--- config.mk ---
export PLATFORM = sky130hd
export DESIGN_NAME = tsb_station_flat
export DESIGN_NICKNAME = d
export VERILOG_FILES = /design/src/core/tsb_pkg.sv /design/src/core/tsb_link.sv /design/src/core/tsb_buf2.sv /design/src/core/tsb_station.sv /design/src/flat_wrapper.sv
export SDC_FILE = /design/constraint.sdc
export NUM_CORES = 2
export LEC_CHECK = 0
export BUFFER_PORTS_ARGS = -buffer_cell sky130_fd_sc_hd__buf_2
export CAP_MARGIN = 40
export CELL_PAD_IN_SITES_DETAIL_PLACEMENT = 0
export CELL_PAD_IN_SITES_GLOBAL_PLACEMENT = 2
export CORE_ASPECT_RATIO = 0.7
export CORE_MARGIN = 2
export CORE_UTILIZATION = 40
export DETAILED_ROUTE_END_ITERATION = 10
export PLACE_DENSITY = 0.77
export SLEW_MARGIN = 25
export SYNTH_ARGS = -nofsm -noshare
export SYNTH_HDL_FRONTEND = slang
export SYNTH_SLANG_ARGS = --single-unit
--- constraint.sdc ---
create_clock -name core_clk -period 21.9 [get_ports core_clk]
set_clock_uncertainty 0.15 [all_clocks]
set_input_delay 3.285 -clock core_clk [delete_from_list [all_inputs] [get_ports core_clk]]
set_output_delay 3.285 -clock core_clk [all_outputs]
set_load 0.005 [all_outputs]
--- src/core/tsb_pkg.sv ---
// Shared constants, message types and window decoding for the shared-area bus station.
// Assumes a single 10 MHz core clock and an error-free message stream between stations.
// Overview of operation
// - Only token and data broadcast messages exist
// - Master starts with token, polls slaves cyclically
// - Slaves never pass token; master issues each
// - Station zero master, station one standby master
// - At most 32 stations, 16 per layer
// - Bridge node uses two ports, two layers
// - Fixed area: 64 words, 512 bits
// - Broadcast own window, store others read-only
// - Mode 1: 32 stations, 2 words, 16 bits
// - Mode 2: 16 stations, 4 words, 32 bits
// - Modes 6-9 map lower half, layer 0
// - Modes 10-13 map upper half, layer 1
// - Missing station does not stop the exchange
// - Online settings change, new stations auto-joined
// - Status flags report whole-network state
// - Network settings come from station zero
// - Link is an RS485 line, one port
// - Mode 3: 8 stations, 8 words, 64 bits
// - Joining station detected within one second
// - Only stations below the maximum broadcast
// - Lowest present station number is master
package tsb_pkg;

	localparam int unsigned STN_W = 5;
	localparam int unsigned DATA_W = 16;
	localparam int unsigned MODE_W = 5;
	localparam int unsigned WORDS = 64;
	localparam int unsigned CHUNKS = 32;
	localparam int unsigned MAX_SINGLE = 32;
	localparam int unsigned MAX_LAYER = 16;
	localparam int unsigned TMR_W = 32;
	localparam logic [5:0] LAYER1_BASE = 6'h20;
	localparam logic [11:0] WIN_WORDS_MIN = 12'h002;
	localparam logic [6:0] ITEM_UNIT = 7'h03;
	localparam int unsigned TOK_MAX_LSB = 0;
	localparam int unsigned TOK_MODE_LSB = 6;

	// Timing: poll timeout is a least wait, rounded up
	localparam int unsigned CLK_PERIOD_NS = 100;
	localparam int unsigned POLL_TIMEOUT_US = 20000;
	localparam int unsigned SILENCE_US = 50000;
	localparam int unsigned POLL_CYC = (POLL_TIMEOUT_US * 1000 + CLK_PERIOD_NS - 1) / CLK_PERIOD_NS;
	localparam int unsigned SILENCE_CYC = (SILENCE_US * 1000 + CLK_PERIOD_NS - 1) / CLK_PERIOD_NS;

	// Two message kinds only
	typedef enum logic {TSB_TOKEN, TSB_DATA} tsb_kind_t;

	typedef struct packed
	{
		tsb_kind_t kind;
		logic [STN_W-1:0] src;
		logic [STN_W-1:0] dst;
		logic [DATA_W-1:0] data;
		logic last;
	} tsb_msg_t;

	localparam int unsigned MSG_W = $bits(tsb_msg_t);

	// Window size as a shift of the smallest window
	function automatic logic [2:0] mode_shift(input logic [MODE_W-1:0] m);
		logic [4:0] s;
		s = 5'h00;
		if (m >= 5'h01 && m <= 5'h05)
			s = m - 5'h01;
		else if (m >= 5'h06 && m <= 5'h09)
			s = m - 5'h06;
		else if (m >= 5'h0a && m <= 5'h0d)
			s = m - 5'h0a;
		mode_shift = s[2:0];
	endfunction

	// First word of the mapped region
	function automatic logic [5:0] mode_base(input logic [MODE_W-1:0] m);
		mode_base = (m >= 5'h0a && m <= 5'h0d) ? LAYER1_BASE : 6'h00;
	endfunction

	// Stations sharing the region; zero for unknown modes
	function automatic logic [5:0] mode_cap(input logic [MODE_W-1:0] m);
		logic [2:0] k;
		k = mode_shift(m);
		if (m >= 5'h01 && m <= 5'h05)
			mode_cap = 6'(MAX_SINGLE >> k);
		else if (m >= 5'h06 && m <= 5'h0d)
			mode_cap = 6'(MAX_LAYER >> k);
		else
			mode_cap = 6'h00;
	endfunction

	// Item idx of station window: words first, then bit chunks
	function automatic logic [6:0] item_addr(input logic [2:0] k, input logic [5:0] base,
		input logic [STN_W-1:0] stn, input logic [5:0] idx);
		logic [11:0] wcnt;
		logic [11:0] a;
		logic chunk;
		wcnt = WIN_WORDS_MIN << k;
		chunk = ({6'h00, idx} >= wcnt);
		if (!chunk)
			a = {6'h00, base} + ({7'h00, stn} << (k + 3'h1)) + {6'h00, idx};
		else
			a = {7'h00, base[5:1]} + ({7'h00, stn} << k) + {6'h00, idx} - wcnt;
		item_addr = {chunk, a[5:0]};
	endfunction

endpackage

--- src/core/tsb_link.sv ---
// Message link between two stations, one channel each way.
// Assumes the line driver and framing sit outside; each beat is one message word.
`timescale 1ns/1ns
// Half-duplex line abstracted to two valid/ready channels
interface tsb_link;
	import tsb_pkg::*;
	tsb_msg_t dn_msg;
	logic dn_valid;
	logic dn_ready;
	tsb_msg_t up_msg;
	logic up_valid;
	logic up_ready;

	modport station (output dn_msg, output dn_valid, input dn_ready,
		input up_msg, input up_valid, output up_ready);
	modport peer (input dn_msg, input dn_valid, output dn_ready,
		output up_msg, output up_valid, input up_ready);
endinterface

--- src/core/tsb_buf2.sv ---
// Small FIFO with valid/ready on both sides, flags held in registers.
// Assumes one clock; a push and pop in the same cycle are both taken.
`timescale 1ns/1ns
module tsb_buf2
	import tsb_pkg::*;
#(
	parameter int unsigned WIDTH = MSG_W,
	parameter int unsigned DEPTH = 2
)
(
	input wire logic core_clk,
	input wire logic rst_n,
	input wire logic [WIDTH-1:0] in_data,
	input wire logic in_valid,
	output logic in_ready,
	output logic [WIDTH-1:0] out_data,
	output logic out_valid,
	input wire logic out_ready
);
	localparam int unsigned PW = (DEPTH > 1) ? $clog2(DEPTH) : 1;
	localparam logic [PW:0] DEPTH_C = (PW + 1)'(DEPTH);
	localparam logic [PW-1:0] LAST_C = PW'(DEPTH - 1);

	logic [WIDTH-1:0] mem_q [DEPTH];
	logic [PW-1:0] wr_q;
	logic [PW-1:0] rd_q;
	logic [PW:0] cnt_q;
	logic ready_q;
	logic empty_q;
	logic push;
	logic pop;
	logic [PW:0] cnt_d;

	assign push = in_valid && ready_q;
	assign pop = out_ready && !empty_q;
	assign cnt_d = cnt_q + (PW + 1)'(push) - (PW + 1)'(pop);
	assign in_ready = ready_q; // straight from a flip-flop, no inverter on the link
	assign out_valid = !empty_q;
	assign out_data = mem_q[rd_q];

	// Storage, no reset needed on data
	always_ff @(posedge core_clk)
	begin
		if (push)
			mem_q[wr_q] <= in_data;
	end

	// Pointers and registered flags
	always_ff @(posedge core_clk or negedge rst_n)
	begin
		if (!rst_n)
		begin
			wr_q <= '0;
			rd_q <= '0;
			cnt_q <= '0;
			ready_q <= 1'b1;
			empty_q <= 1'b1;
		end
		else
		begin
			if (push)
				wr_q <= (wr_q == LAST_C) ? '0 : wr_q + PW'(1);
			if (pop)
				rd_q <= (rd_q == LAST_C) ? '0 : rd_q + PW'(1);
			cnt_q <= cnt_d;
			ready_q <= (cnt_d != DEPTH_C);
			empty_q <= (cnt_d == '0);
		end
	end
endmodule

--- src/core/tsb_station.sv ---
// Shared-area station: token master or slave, send and receive windows.
// Assumes settings inputs are on core_clk; link beats arrive in order.
`timescale 1ns/1ns
module tsb_station
	import tsb_pkg::*;
#(
	parameter int unsigned POLL_CYCLES = POLL_CYC,
	parameter int unsigned SILENCE_CYCLES = SILENCE_CYC
)
(
	input wire logic core_clk,
	input wire logic rst_n,
	tsb_link.station link,
	input wire logic [STN_W-1:0] cfg_station,
	input wire logic [MODE_W-1:0] cfg_mode,
	input wire logic [5:0] cfg_max,
	input wire logic usr_wr,
	input wire logic usr_bit,
	input wire logic [5:0] usr_addr,
	input wire logic [DATA_W-1:0] usr_wdata,
	output logic usr_wr_err,
	output logic [DATA_W-1:0] usr_rdata,
	output logic stat_master,
	output logic stat_token,
	output logic stat_net_ok,
	output logic [MAX_SINGLE-1:0] stat_present,
	output logic [MODE_W-1:0] stat_mode
);
	typedef enum logic [2:0] {S_START, S_IDLE, S_TX, S_NEXT, S_TOK, S_WAIT} tsb_state_t;

	localparam logic [TMR_W-1:0] POLL_C = TMR_W'(POLL_CYCLES);

	tsb_state_t state_q;
	logic [DATA_W-1:0] word_q [WORDS];
	logic [DATA_W-1:0] chunk_q [CHUNKS];
	logic master_q;
	logic [MODE_W-1:0] mode_q;
	logic [5:0] max_q;
	logic [5:0] poll_q;
	logic [5:0] item_q;
	logic [5:0] rx_idx_q;
	logic [TMR_W-1:0] tmr_q;
	logic [TMR_W-1:0] sil_q;
	tsb_msg_t dn_msg_q;
	logic dn_valid_q;
	logic err_q;
	logic [DATA_W-1:0] rdata_q;
	logic net_ok_q;
	logic token_q;
	logic [MAX_SINGLE-1:0] present_q;

	////////////////////////////////////////////////////////////////////////////////
	// Window decode
	tsb_msg_t f_msg;
	logic f_valid;
	logic f_ready;
	logic pop;
	logic [2:0] k;
	logic [5:0] base;
	logic [5:0] lim;
	logic [5:0] items;
	logic own_ok;
	logic [6:0] tx_a;
	logic [6:0] rx_a;
	logic [6:0] us_lo;
	logic [6:0] us_hi;
	logic [6:0] us_a;
	logic wr_ok;
	logic rx_store;
	logic rx_done;
	logic rx_yield;
	logic tok_me;
	logic tok_set;
	logic wait_ok;
	logic wait_tmo;
	logic cycle_start;
	logic [TMR_W-1:0] sil_lim;
	logic [MAX_SINGLE-1:0] lim_mask;

	assign k = mode_shift(mode_q);
	// A bridge node is two stations, one per layer, each on its own port
	assign base = mode_base(mode_q);
	assign lim = (mode_cap(mode_q) < max_q) ? mode_cap(mode_q) : max_q;
	assign items = 6'((ITEM_UNIT << k) - 7'h01);
	assign own_ok = ({1'b0, cfg_station} < lim);
	assign tx_a = item_addr(k, base, cfg_station, item_q);
	assign rx_a = item_addr(k, base, f_msg.src, rx_idx_q);
	// Own window span in the addressed area: first item and one past last
	assign us_lo = item_addr(k, base, cfg_station, usr_bit ? 6'(WIN_WORDS_MIN << k) : 6'h00);
	assign us_hi = us_lo + (usr_bit ? 7'(7'h01 << k) : 7'(WIN_WORDS_MIN << k));
	assign us_a = {usr_bit, usr_addr};
	assign wr_ok = usr_wr && own_ok && us_a >= us_lo && us_a < us_hi;
	assign f_ready = !usr_wr; // user write owns the storage port
	assign pop = f_valid && f_ready;
	assign rx_store = pop && f_msg.kind == TSB_DATA && f_msg.src != cfg_station
		&& {1'b0, f_msg.src} < mode_cap(mode_q) && rx_idx_q <= items;
	assign rx_done = pop && f_msg.kind == TSB_DATA && f_msg.last;
	assign tok_me = pop && f_msg.kind == TSB_TOKEN && f_msg.dst == cfg_station;
	assign tok_set = pop && f_msg.kind == TSB_TOKEN && cfg_station != '0;
	assign rx_yield = pop && f_msg.kind == TSB_TOKEN && f_msg.src < cfg_station;
	assign wait_ok = state_q == S_WAIT && rx_done && {1'b0, f_msg.src} == poll_q;
	assign wait_tmo = state_q == S_WAIT && !wait_ok && tmr_q >= POLL_C;
	assign cycle_start = state_q == S_NEXT && poll_q >= lim;
	assign sil_lim = TMR_W'(({27'h0, cfg_station} + 32'h1) * SILENCE_CYCLES);
	assign lim_mask = (lim >= 6'(MAX_SINGLE)) ? '1 : ((MAX_SINGLE)'(1) << lim) - 1'b1;

	assign link.dn_msg = dn_msg_q;
	assign link.dn_valid = dn_valid_q;
	assign usr_wr_err = err_q;
	assign usr_rdata = rdata_q;
	assign stat_master = master_q;
	assign stat_token = token_q;
	assign stat_net_ok = net_ok_q;
	assign stat_present = present_q;
	assign stat_mode = mode_q;

	// Two-entry receive buffer absorbs beats while storage is busy
	tsb_buf2 #(.WIDTH(MSG_W), .DEPTH(2)) u_rx_buf (
		.core_clk(core_clk),
		.rst_n(rst_n),
		.in_data(link.up_msg),
		.in_valid(link.up_valid),
		.in_ready(link.up_ready),
		.out_data(f_msg),
		.out_valid(f_valid),
		.out_ready(f_ready)
	);

	////////////////////////////////////////////////////////////////////////////////
	// Network settings: local on station zero, learned from tokens elsewhere
	always_ff @(posedge core_clk or negedge rst_n)
	begin
		if (!rst_n)
		begin
			mode_q <= '0;
			max_q <= '0;
		end
		else if (state_q == S_START || (cycle_start && cfg_station == '0))
		begin
			mode_q <= cfg_mode;
			max_q <= cfg_max;
		end
		else if (tok_set)
		begin
			mode_q <= f_msg.data[TOK_MODE_LSB +: MODE_W];
			max_q <= f_msg.data[TOK_MAX_LSB +: 6];
		end
	end

	// Shared area storage; own window only from the user
	always_ff @(posedge core_clk)
	begin
		if (wr_ok)
		begin
			if (usr_bit)
				chunk_q[usr_addr[4:0]] <= usr_wdata;
			else
				word_q[usr_addr] <= usr_wdata;
		end
		else if (rx_store)
		begin
			if (rx_a[6])
				chunk_q[rx_a[4:0]] <= f_msg.data;
			else
				word_q[rx_a[5:0]] <= f_msg.data;
		end
	end

	// Item position within an incoming broadcast
	always_ff @(posedge core_clk or negedge rst_n)
	begin
		if (!rst_n)
			rx_idx_q <= '0;
		else if (pop && f_msg.kind == TSB_DATA)
			rx_idx_q <= f_msg.last ? '0 : rx_idx_q + 6'h01;
	end

	// User read-back and refused-write pulse
	always_ff @(posedge core_clk or negedge rst_n)
	begin
		if (!rst_n)
		begin
			rdata_q <= '0;
			err_q <= 1'b0;
		end
		else
		begin
			rdata_q <= usr_bit ? chunk_q[usr_addr[4:0]] : word_q[usr_addr];
			err_q <= usr_wr && !wr_ok;
		end
	end

	// Token flag one cycle behind the sequencer, so the output is a flip-flop
	always_ff @(posedge core_clk or negedge rst_n)
	begin
		if (!rst_n)
			token_q <= 1'b0;
		else
			token_q <= (state_q == S_TX);
	end

	// Line silence, used by backup masters to take over
	always_ff @(posedge core_clk or negedge rst_n)
	begin
		if (!rst_n)
			sil_q <= '0;
		else if (pop || master_q)
			sil_q <= '0;
		else if (sil_q != '1)
			sil_q <= sil_q + 1'b1;
	end

	////////////////////////////////////////////////////////////////////////////////
	// Token sequencing and transmit path
	always_ff @(posedge core_clk or negedge rst_n)
	begin
		if (!rst_n)
		begin
			state_q <= S_START;
			master_q <= 1'b0;
			poll_q <= '0;
			item_q <= '0;
			tmr_q <= '0;
			dn_valid_q <= 1'b0;
			dn_msg_q <= '0;
		end
		else
		begin
			unique case (state_q)
				S_START:
				begin
					master_q <= (cfg_station == '0);
					state_q <= (cfg_station == '0) ? S_TX : S_IDLE;
				end
				S_IDLE:
				begin
					item_q <= '0;
					if (own_ok && sil_q >= sil_lim)
					begin
						master_q <= 1'b1;
						state_q <= S_TX;
					end
					else if (tok_me && own_ok)
						state_q <= S_TX;
				end
				S_TX:
				begin
					if (!dn_valid_q || link.dn_ready)
					begin
						if (item_q <= items && own_ok)
						begin
							dn_valid_q <= 1'b1;
							dn_msg_q <= '{TSB_DATA, cfg_station, cfg_station,
								tx_a[6] ? chunk_q[tx_a[4:0]] : word_q[tx_a[5:0]],
								item_q == items};
							item_q <= item_q + 6'h01;
						end
						else
						begin
							dn_valid_q <= 1'b0;
							poll_q <= '0;
							state_q <= master_q ? S_NEXT : S_IDLE;
						end
					end
				end
				S_NEXT:
				begin
					item_q <= '0;
					if (!master_q)
						state_q <= S_IDLE;
					else if (poll_q >= lim)
						state_q <= S_TX;
					else if (poll_q == {1'b0, cfg_station})
						poll_q <= poll_q + 6'h01;
					else
						state_q <= S_TOK;
				end
				S_TOK:
				begin
					if (!dn_valid_q)
					begin
						dn_valid_q <= 1'b1;
						dn_msg_q <= '{TSB_TOKEN, cfg_station, poll_q[STN_W-1:0],
							DATA_W'({mode_q, max_q}), 1'b1};
					end
					else if (link.dn_ready)
					begin
						dn_valid_q <= 1'b0;
						tmr_q <= '0;
						state_q <= S_WAIT;
					end
				end
				S_WAIT:
				begin
					tmr_q <= tmr_q + 1'b1;
					if (wait_ok || wait_tmo)
					begin
						poll_q <= poll_q + 6'h01;
						state_q <= S_NEXT;
					end
				end
				default: state_q <= S_IDLE;
			endcase
			// Yield mastership to a lower-numbered station
			if (rx_yield && master_q && state_q != S_TX && state_q != S_TOK)
			begin
				master_q <= 1'b0;
				state_q <= S_IDLE;
			end
		end
	end

	// Network status flags
	always_ff @(posedge core_clk or negedge rst_n)
	begin
		if (!rst_n)
		begin
			present_q <= '0;
			net_ok_q <= 1'b0;
		end
		else
		begin
			for (int i = 0; i < MAX_SINGLE; i++)
			begin
				if (rx_done && f_msg.src == STN_W'(i))
					present_q[i] <= 1'b1;
				else if (wait_tmo && poll_q == 6'(i))
					present_q[i] <= 1'b0;
				else if (i == int'(cfg_station))
					present_q[i] <= own_ok;
			end
			net_ok_q <= ((present_q & lim_mask) == lim_mask) && lim != '0;
		end
	end
endmodule

--- src/flat_wrapper.sv ---
// flat-port wrapper written by rule: the top's interface ports become plain ports
module tsb_station_flat import tsb_pkg::*;
#(
	parameter int unsigned POLL_CYCLES = POLL_CYC,
	parameter int unsigned SILENCE_CYCLES = SILENCE_CYC
)
  (core_clk, rst_n, cfg_station, cfg_mode, cfg_max, usr_wr, usr_bit, usr_addr, usr_wdata, usr_wr_err, usr_rdata, stat_master, stat_token, stat_net_ok, stat_present, stat_mode, link_dn_msg, link_dn_valid, link_dn_ready, link_up_msg, link_up_valid, link_up_ready);
  tsb_link link_i ();
  input wire logic core_clk;
  input wire logic rst_n;
  input wire logic [STN_W-1:0] cfg_station;
  input wire logic [MODE_W-1:0] cfg_mode;
  input wire logic [5:0] cfg_max;
  input wire logic usr_wr;
  input wire logic usr_bit;
  input wire logic [5:0] usr_addr;
  input wire logic [DATA_W-1:0] usr_wdata;
  output logic usr_wr_err;
  output logic [DATA_W-1:0] usr_rdata;
  output logic stat_master;
  output logic stat_token;
  output logic stat_net_ok;
  output logic [MAX_SINGLE-1:0] stat_present;
  output logic [MODE_W-1:0] stat_mode;
  output wire logic [$bits(link_i.dn_msg)-1:0] link_dn_msg;
  output wire logic [$bits(link_i.dn_valid)-1:0] link_dn_valid;
  input wire logic [$bits(link_i.dn_ready)-1:0] link_dn_ready;
  input wire logic [$bits(link_i.up_msg)-1:0] link_up_msg;
  input wire logic [$bits(link_i.up_valid)-1:0] link_up_valid;
  output wire logic [$bits(link_i.up_ready)-1:0] link_up_ready;
  assign link_dn_msg = link_i.dn_msg;
  assign link_dn_valid = link_i.dn_valid;
  assign link_i.dn_ready = link_dn_ready;
  assign link_i.up_msg = link_up_msg;
  assign link_i.up_valid = link_up_valid;
  assign link_up_ready = link_i.up_ready;
  tsb_station #(.POLL_CYCLES(POLL_CYCLES), .SILENCE_CYCLES(SILENCE_CYCLES)) u_core (.core_clk(core_clk), .rst_n(rst_n), .link(link_i), .cfg_station(cfg_station), .cfg_mode(cfg_mode), .cfg_max(cfg_max), .usr_wr(usr_wr), .usr_bit(usr_bit), .usr_addr(usr_addr), .usr_wdata(usr_wdata), .usr_wr_err(usr_wr_err), .usr_rdata(usr_rdata), .stat_master(stat_master), .stat_token(stat_token), .stat_net_ok(stat_net_ok), .stat_present(stat_present), .stat_mode(stat_mode));
endmodule
# Word-level counts from Yosys, hierarchy flattened
# Memories as Yosys holds them, arrays and structs flattened.
# Cells that the tools add are included.
# W data, S select, Z words.
dict set report word_totals {
  in_bits 72
  latchBits 0
  romBits 0
  memories 3
  ramBits 1592
  register_bits 183
}
dict set report classes {
  mul 1
  n_div 0
  bitwise 2
  reduce_logical 162
  eq_ne 126
  addsub 30
  muxes 181
  order_cmp 21
  shifts 10
}
# name words width read_ports rd_clocked_by_memory_dff wr line
set memory_table {}
lappend memory_table {u_core.word_q 64 16 2 0 1 tsb_station.sv:34} ;# logic [DATA_W-1:0] word_q [WORDS];
lappend memory_table {u_core.chunk_q 32 16 2 0 1 tsb_station.sv:35} ;# logic [DATA_W-1:0] chunk_q [CHUNKS];
lappend memory_table {u_core.u_rx_buf.mem_q 2 28 1 0 1 tsb_buf2.sv:24} ;# logic [WIDTH-1:0] mem_q [DEPTH];
# operator n
set op_table {}
lappend op_table {{$mux W32} 5}
lappend op_table {{$mux W1} 122}
lappend op_table {{$mux W6} 20}
lappend op_table {{$reduce_bool A3 Y1} 34}
lappend op_table {{$eq A6 B5 Y1 const B} 16}
lappend op_table {{$logic_and A1 B1 Y1} 96}
lappend op_table {{$mux W28} 3}
lappend op_table {{$eq A5 B5 Y1 const A} 16}
lappend op_table {{$eq A5 B5 Y1 const B} 16}
lappend op_table {{$add A32 B1 Y32 const B} 2}
lappend op_table {{$mux W16} 4}
lappend op_table {{$pmux W32 S2} 1}
lappend op_table {{$pmux W28 S2} 1}
lappend op_table {{$add A6 B6 Y6} 8}
lappend op_table {{$eq A6 B4 Y1 const B} 8}
lappend op_table {{$mux W3} 14}
lappend op_table {{$eq A4 B5 Y1 const A} 8}
lappend op_table {{$eq A5 B4 Y1 const B} 8}
lappend op_table {{$ge A6 B12 Y1} 3}
lappend op_table {{$and A32 B32 Y32} 1}
lappend op_table {{$eq A32 B32 Y1} 1}
lappend op_table {{$ge A32 B18 Y1 const B} 1}
lappend op_table {{$ge A32 B32 Y1} 1}
lappend op_table {{$mul A32 B14 Y27 const B} 1}
lappend op_table {{82 further kinds} 143}

# Longest topological paths before layout
dict set report depth {
  depth_word 18
  depth_mapped 37
  mapped_depth_nobuf 32
}

# Cells and area by module
# A second synthesis with hierarchy kept.
dict set report unflattened {
  hier_cells 7287
  hier_area_um2 92336.1
}
# module n_inst area_each_um2 cells_each
set by_module_without_submodules {}
lappend by_module_without_submodules {tsb_station 1 90010.1 7179}
lappend by_module_without_submodules {tsb_buf2 1 2326.0 108}

# Least setup slack after synthesis
# No wires, ideal clock.
dict set report synth_timing {
  kind {in2reg}
  from {input cfg_station[1]}
  to {memory u_core.word_q[10][0], enable pin}
  path_stages 29
  slack_ns 11.386
  required_time_ns 21.320
  n_path_buf 3
  arrival_time_ns 9.934
  setup_time_ns 0.430
  path_cell_list {clkbuf_1 > inv_1 > clkbuf_1 > nor2_1 > a21oi_1 > nor2b_1 > nor2_1 > ha_1 > inv_1 > fa_1 > inv_1 > ha_1 > a21oi_1 > xor2_1 > xnor2_1 > o21ai_0 > xor2_1 > ha_1 > a21oi_1 > xnor2_1 > xnor2_1 > ha_1 > nor2b_1 > nor4b_1 > nand2_1 > o21a_1 > or2_2 > clkbuf_1 > nor4_1}
}
dict set report synth_between {
  elab_chain_cells 12
}
# element line
set synth_lines {}
lappend synth_lines {{from (decl)} flat_wrapper.sv:11} ;# input wire logic [STN_W-1:0] cfg_station;
lappend synth_lines {{$shl A5 B3 Y6} tsb_pkg.sv:103} ;# a = {7'h00, base[5:1]} + ({7'h00, stn} << k) + {6'h00, idx} - wcnt;
lappend synth_lines {{$add A5 B6 Y6} tsb_pkg.sv:103}
lappend synth_lines {{$add A6 B6 Y6} tsb_pkg.sv:103}
lappend synth_lines {{$sub A6 B6 Y6} tsb_pkg.sv:103}
lappend synth_lines {{$mux W6} tsb_pkg.sv:100} ;# if (!chunk)
lappend synth_lines {{$add A7 B7 Y7 / $ge A7 B7 Y1 (equally long branches)} {tsb_station.sv:90, tsb_station.sv:92}}
lappend synth_lines {{$lt A7 B7 Y1 / $logic_and A1 B1 Y1 (equally long branches)} tsb_station.sv:92} ;# assign wr_ok = usr_wr && own_ok && us_a >= us_lo && us_a < us_hi;
lappend synth_lines {{$logic_and A1 B1 Y1} tsb_station.sv:92}
lappend synth_lines {{$mux W1} tsb_station.sv:153} ;# if (wr_ok)
lappend synth_lines {{$mux W1 (not written as such)} tsb_station.sv:165} ;# word_q[rx_a[5:0]] <= f_msg.data;
lappend synth_lines {{$reduce_or A16 Y1 (no source line)} --}
lappend synth_lines {{$mux W6 (no source line) / $mux W1 (equally long branches)} --}
lappend synth_lines {{to (decl)} tsb_station.sv:34}
# Several ways; a longest one is shown, not always the timed one.

# Worst setup path in the final report
dict set report layout_timing {
  from {register u_core.mode_q[1] (netlist: u_core.stat_mode[1])}
  to {memory u_core.chunk_q[4][1], enable pin}
}
dict set report layout_between {
  elab_chain_cells 18
}
# element line
set layout_lines {}
lappend layout_lines {{from (decl)} tsb_station.sv:37} ;# logic [MODE_W-1:0] mode_q;
lappend layout_lines {{from (signal assigned)} tsb_station.sv:140} ;# mode_q <= cfg_mode;
lappend layout_lines {{from (signal assigned)} tsb_station.sv:145} ;# mode_q <= f_msg.data[TOK_MODE_LSB +: MODE_W];
lappend layout_lines {{parallel branches: the longest is 18 deep, another holds $add A7 B7 Y7} --}
lappend layout_lines {{to (decl)} tsb_station.sv:35}
# Parallel ways; which one is timed is not known.

==> impl_metrics.py <==
metrics = {
    "synth": {
        "synth_fa_ha_area_share_pct": 3.03,
        "synth_top_family_by_area": "multiplexers",
        "syn-num-nets": 7621,
        "netlist_area_sq_um": 92000,
        "synthMuxAreaShare_pct": 14.9,
        "ys_types": 95,
        "synth-edff-count": 1592,
        "synth.ff_latch_count": 1775,
        "yosysMostFrequentCell": "edfxtp_1",
        "synth-xor-area-share_pct": 1.29,
        "synth_compound_area_share_pct": 7.34,
        "synth_area_leader_cell": "edfxtp_1",
        "yosys-top-cells-count": "edfxtp_1, nand2_1, nand3_1",
        "yosysTopAreaCellShare_pct": 52.0,
        "syn_avg_cell_area_sq_um": 12.5,
        "synthSimpleGateAreaFrac_pct": 13.7,
        "synthArstFlopShare_pct": 10.3,
        "seq_area_frac_synth_pct": 56.9,
        "ys.flop_type": "edfxtp_1",
        "synth_area_leaders": "edfxtp_1, mux4_2, nand2_1, dfrtp_1, nand3_1",
        "syn_inst": 7342,
        "yosys_warnings": 0,
    },
    "cells_and_area": {
        "final_nets": 7796,
        "drive_gt1_share_pct": 19.6,
        "area_growth_pct": 14.4,
        "final_cell_area_sq_um": 105000,
        "fillers": 20200,
    },
    "critical_path": {
        "worst_setup_path_end_kind": "flop",
        "crit_type": "reg2reg",
        "critPathMaxStageDelay_ps": 830,
        "start_kind": "flop",
        "cp_common_cell": "ha_1",
        "critPathMaxFanout": 17,
        "crit_arrival_ps": 11570,
        "r2r_slack_ps": 10740,
        "worstPathRequired_ps": 22310,
        "cpMaxStageDelayCell": "nor4b_1",
    },
    "min_path": {
        "worstHoldPathType": "reg2reg",
    },
    "cts": {
        "clockBufferDepth": 4,
        "cts_resized": 0,
        "clk_latency_ps": 890,
        "post_cts_buffers": 0,
        "holdBufCountCts": 0,
        "cts_tree": "done",
        "cts_made_buffers": 187,
        "cts_root_buf": "clkbuf_16",
        "clkSinkCount": 1775,
        "htreeDepth": 4,
        "clk_pin_slew_worst_paths_ps": 60,
    },
    "floorplanning": {
        "die-area_sq_um": 234000,
        "boundaryPins": 159,
        "rows": 147,
        "die_h_microns": 405,
        "start_util_pct": 40.2,
        "die_width_microns": 577,
        "core_sq_um": 229000,
    },
    "drt": {
        "routed_wl_mm": 377,
        "viasPerCell": 6.53,
        "wl_per_cell_microns": 35.1,
        "firstDrtPassIters": 7,
        "drcViolationCount": 0,
        "vias": 70000,
        "antenna_left": 0,
        "first_iter_violations": 12300,
    },
    "place": {
        "post_dp_cell_area_sq_um": 98800,
        "port_buffers": 158,
        "gp_congestion": 1.03,
        "dpl_worst_slack_ps": 10630,
        "dp_hpwl_mm": 262,
    },
    "sta": {
        "fin_ws_ps": 10740,
        "setup_viol": 0,
        "rsz0062_at_grt": "false",
        "tightest_slew_ps": 1130,
        "holdWs_ps": 335,
        "relSlewSlack_pct": 24.6,
        "fmax_mhz": 89.6,
        "period_minus_slack_ps": 11160,
        "timing.final.crit_share_pct": 51.0,
        "hold_violations": 0,
        "slew_viol_final": 0,
        "fin_setup_tns_ps": 0,
    },
    "global_routing": {
        "grt_max_degree": 145,
        "grt.total_usage_pct": 31.6,
        "antenna_found_initial": 39,
        "grt_pass1_wl_mm": 519,
        "grt_overflow_total": 0,
        "grt_pass1_vias": 63800,
    },
    "status": {
        "outcome": "complete, no violations",
    },
    "run": {
        "maxCapViolCount": 0,
    },
}
## flip-flops by register name (all words and copies together), names as in the netlist, 2 cells and up
name and cells:
u_core.word_q 1024, u_core.chunk_q 512, u_core.u_rx_buf.mem_q 56, u_core.sil_q 32
u_core.stat_present 32, u_core.tmr_q 32, u_core.link.dn_msg 28, u_core.usr_rdata 16
u_core.item_q 6, u_core.max_q 6, u_core.poll_q 6, u_core.rx_idx_q 6
u_core.stat_mode 5, u_core.state_q 3, u_core.u_rx_buf.cnt_q 2
## logic make-up (layout without fill, tap and decap cells)
group / after synthesis / count (layout)
XOR/XNOR: 136 / 136
other: 1 / 12
buffers and inverters: 657 / 974
AND/OR/NAND/NOR: 2836 / 2836
adder cells (fa/ha/maj): 207 / 207
flip-flops: 1775 / 1775
multiplexers: 744 / 744
AO/OA/AOI/OAI: 986 / 986
## layout make-up
cell class	count	area, sq um	area share [%]
multi-input cells	4910	38200	36.3
flip-flops and latches	1775	52400	49.8
diodes	11	27.5	0.0262
repair buffers	491	4250	4.04
inverters	152	571	0.542
clock inverters	94	1030	0.978
well taps	3054	3820	3.63
clock buffers	237	4980	4.73
## routing by layer
metal	part of all wire [%]	global-route usage, %
met2	38	40.3
met3	16	14.5
met1	42	46.8
met5	0.15	0.641
met4	3.4	9.50
## worst max-delay path, delay by kind of cell (launching register included)
| kind | cells | cell delay (ps) |
|---|---|---|
| AND/OR/NAND/NOR | 10 | 3860 |
| adder cells (fa/ha/maj) | 6 | 2050 |
| AO/OA/AOI/OAI | 8 | 2040 |
| buffers and inverters | 5 | 1150 |
| XOR/XNOR | 5 | 860 |
| flip-flops | 1 | 690 |
## per-stage QoR
stage                     std cells  utilization [%]
after CTS                     10700             45.8
after global placement        10300             42.6
after detailed placement      10400             43.1
final                         10700             46.0
after global routing          10700             45.9
after floorplan                7342                -
## worst paths after layout
kind,endpoint,cells past startpoint,from
max reg2reg,u_core.chunk_q[4][1]$_DFFE_PP_,34,u_core.stat_mode[1]$_DFFE_PN0P_
min in group asynchronous,u_core.sil_q[13]$_DFFE_PN0P_,1,rst_n
min,u_core.link.dn_msg[17]$_DFFE_PN0P_,2,u_core.link.dn_msg[17]$_DFFE_PN0P_
max in group asynchronous,u_core.link.dn_msg[12]$_DFFE_PN0P_,4,rst_n
max,u_core.chunk_q[4][1]$_DFFE_PP_,34,u_core.stat_mode[1]$_DFFE_PN0P_
min reg2reg,u_core.link.dn_msg[17]$_DFFE_PN0P_,2,u_core.link.dn_msg[17]$_DFFE_PN0P_
## cell usage in the layout (no fill, tap or decap), drive strengths merged, types with 98 or more instances in the layout
cell type  count
a21oi        193
a31oi        117
and3          99
buf          480
clkbuf       246
dfrtp        181
edfxtp      1592
ha           180
inv          148
mux2i        223
mux4         496
nand2       1489
nand3        579
nor2         295
nor4          98
o21ai        164
Power is left out: the tool's default activity adds up to more than one toggle a clock period on the data nets, which glitch-free logic cannot reach.
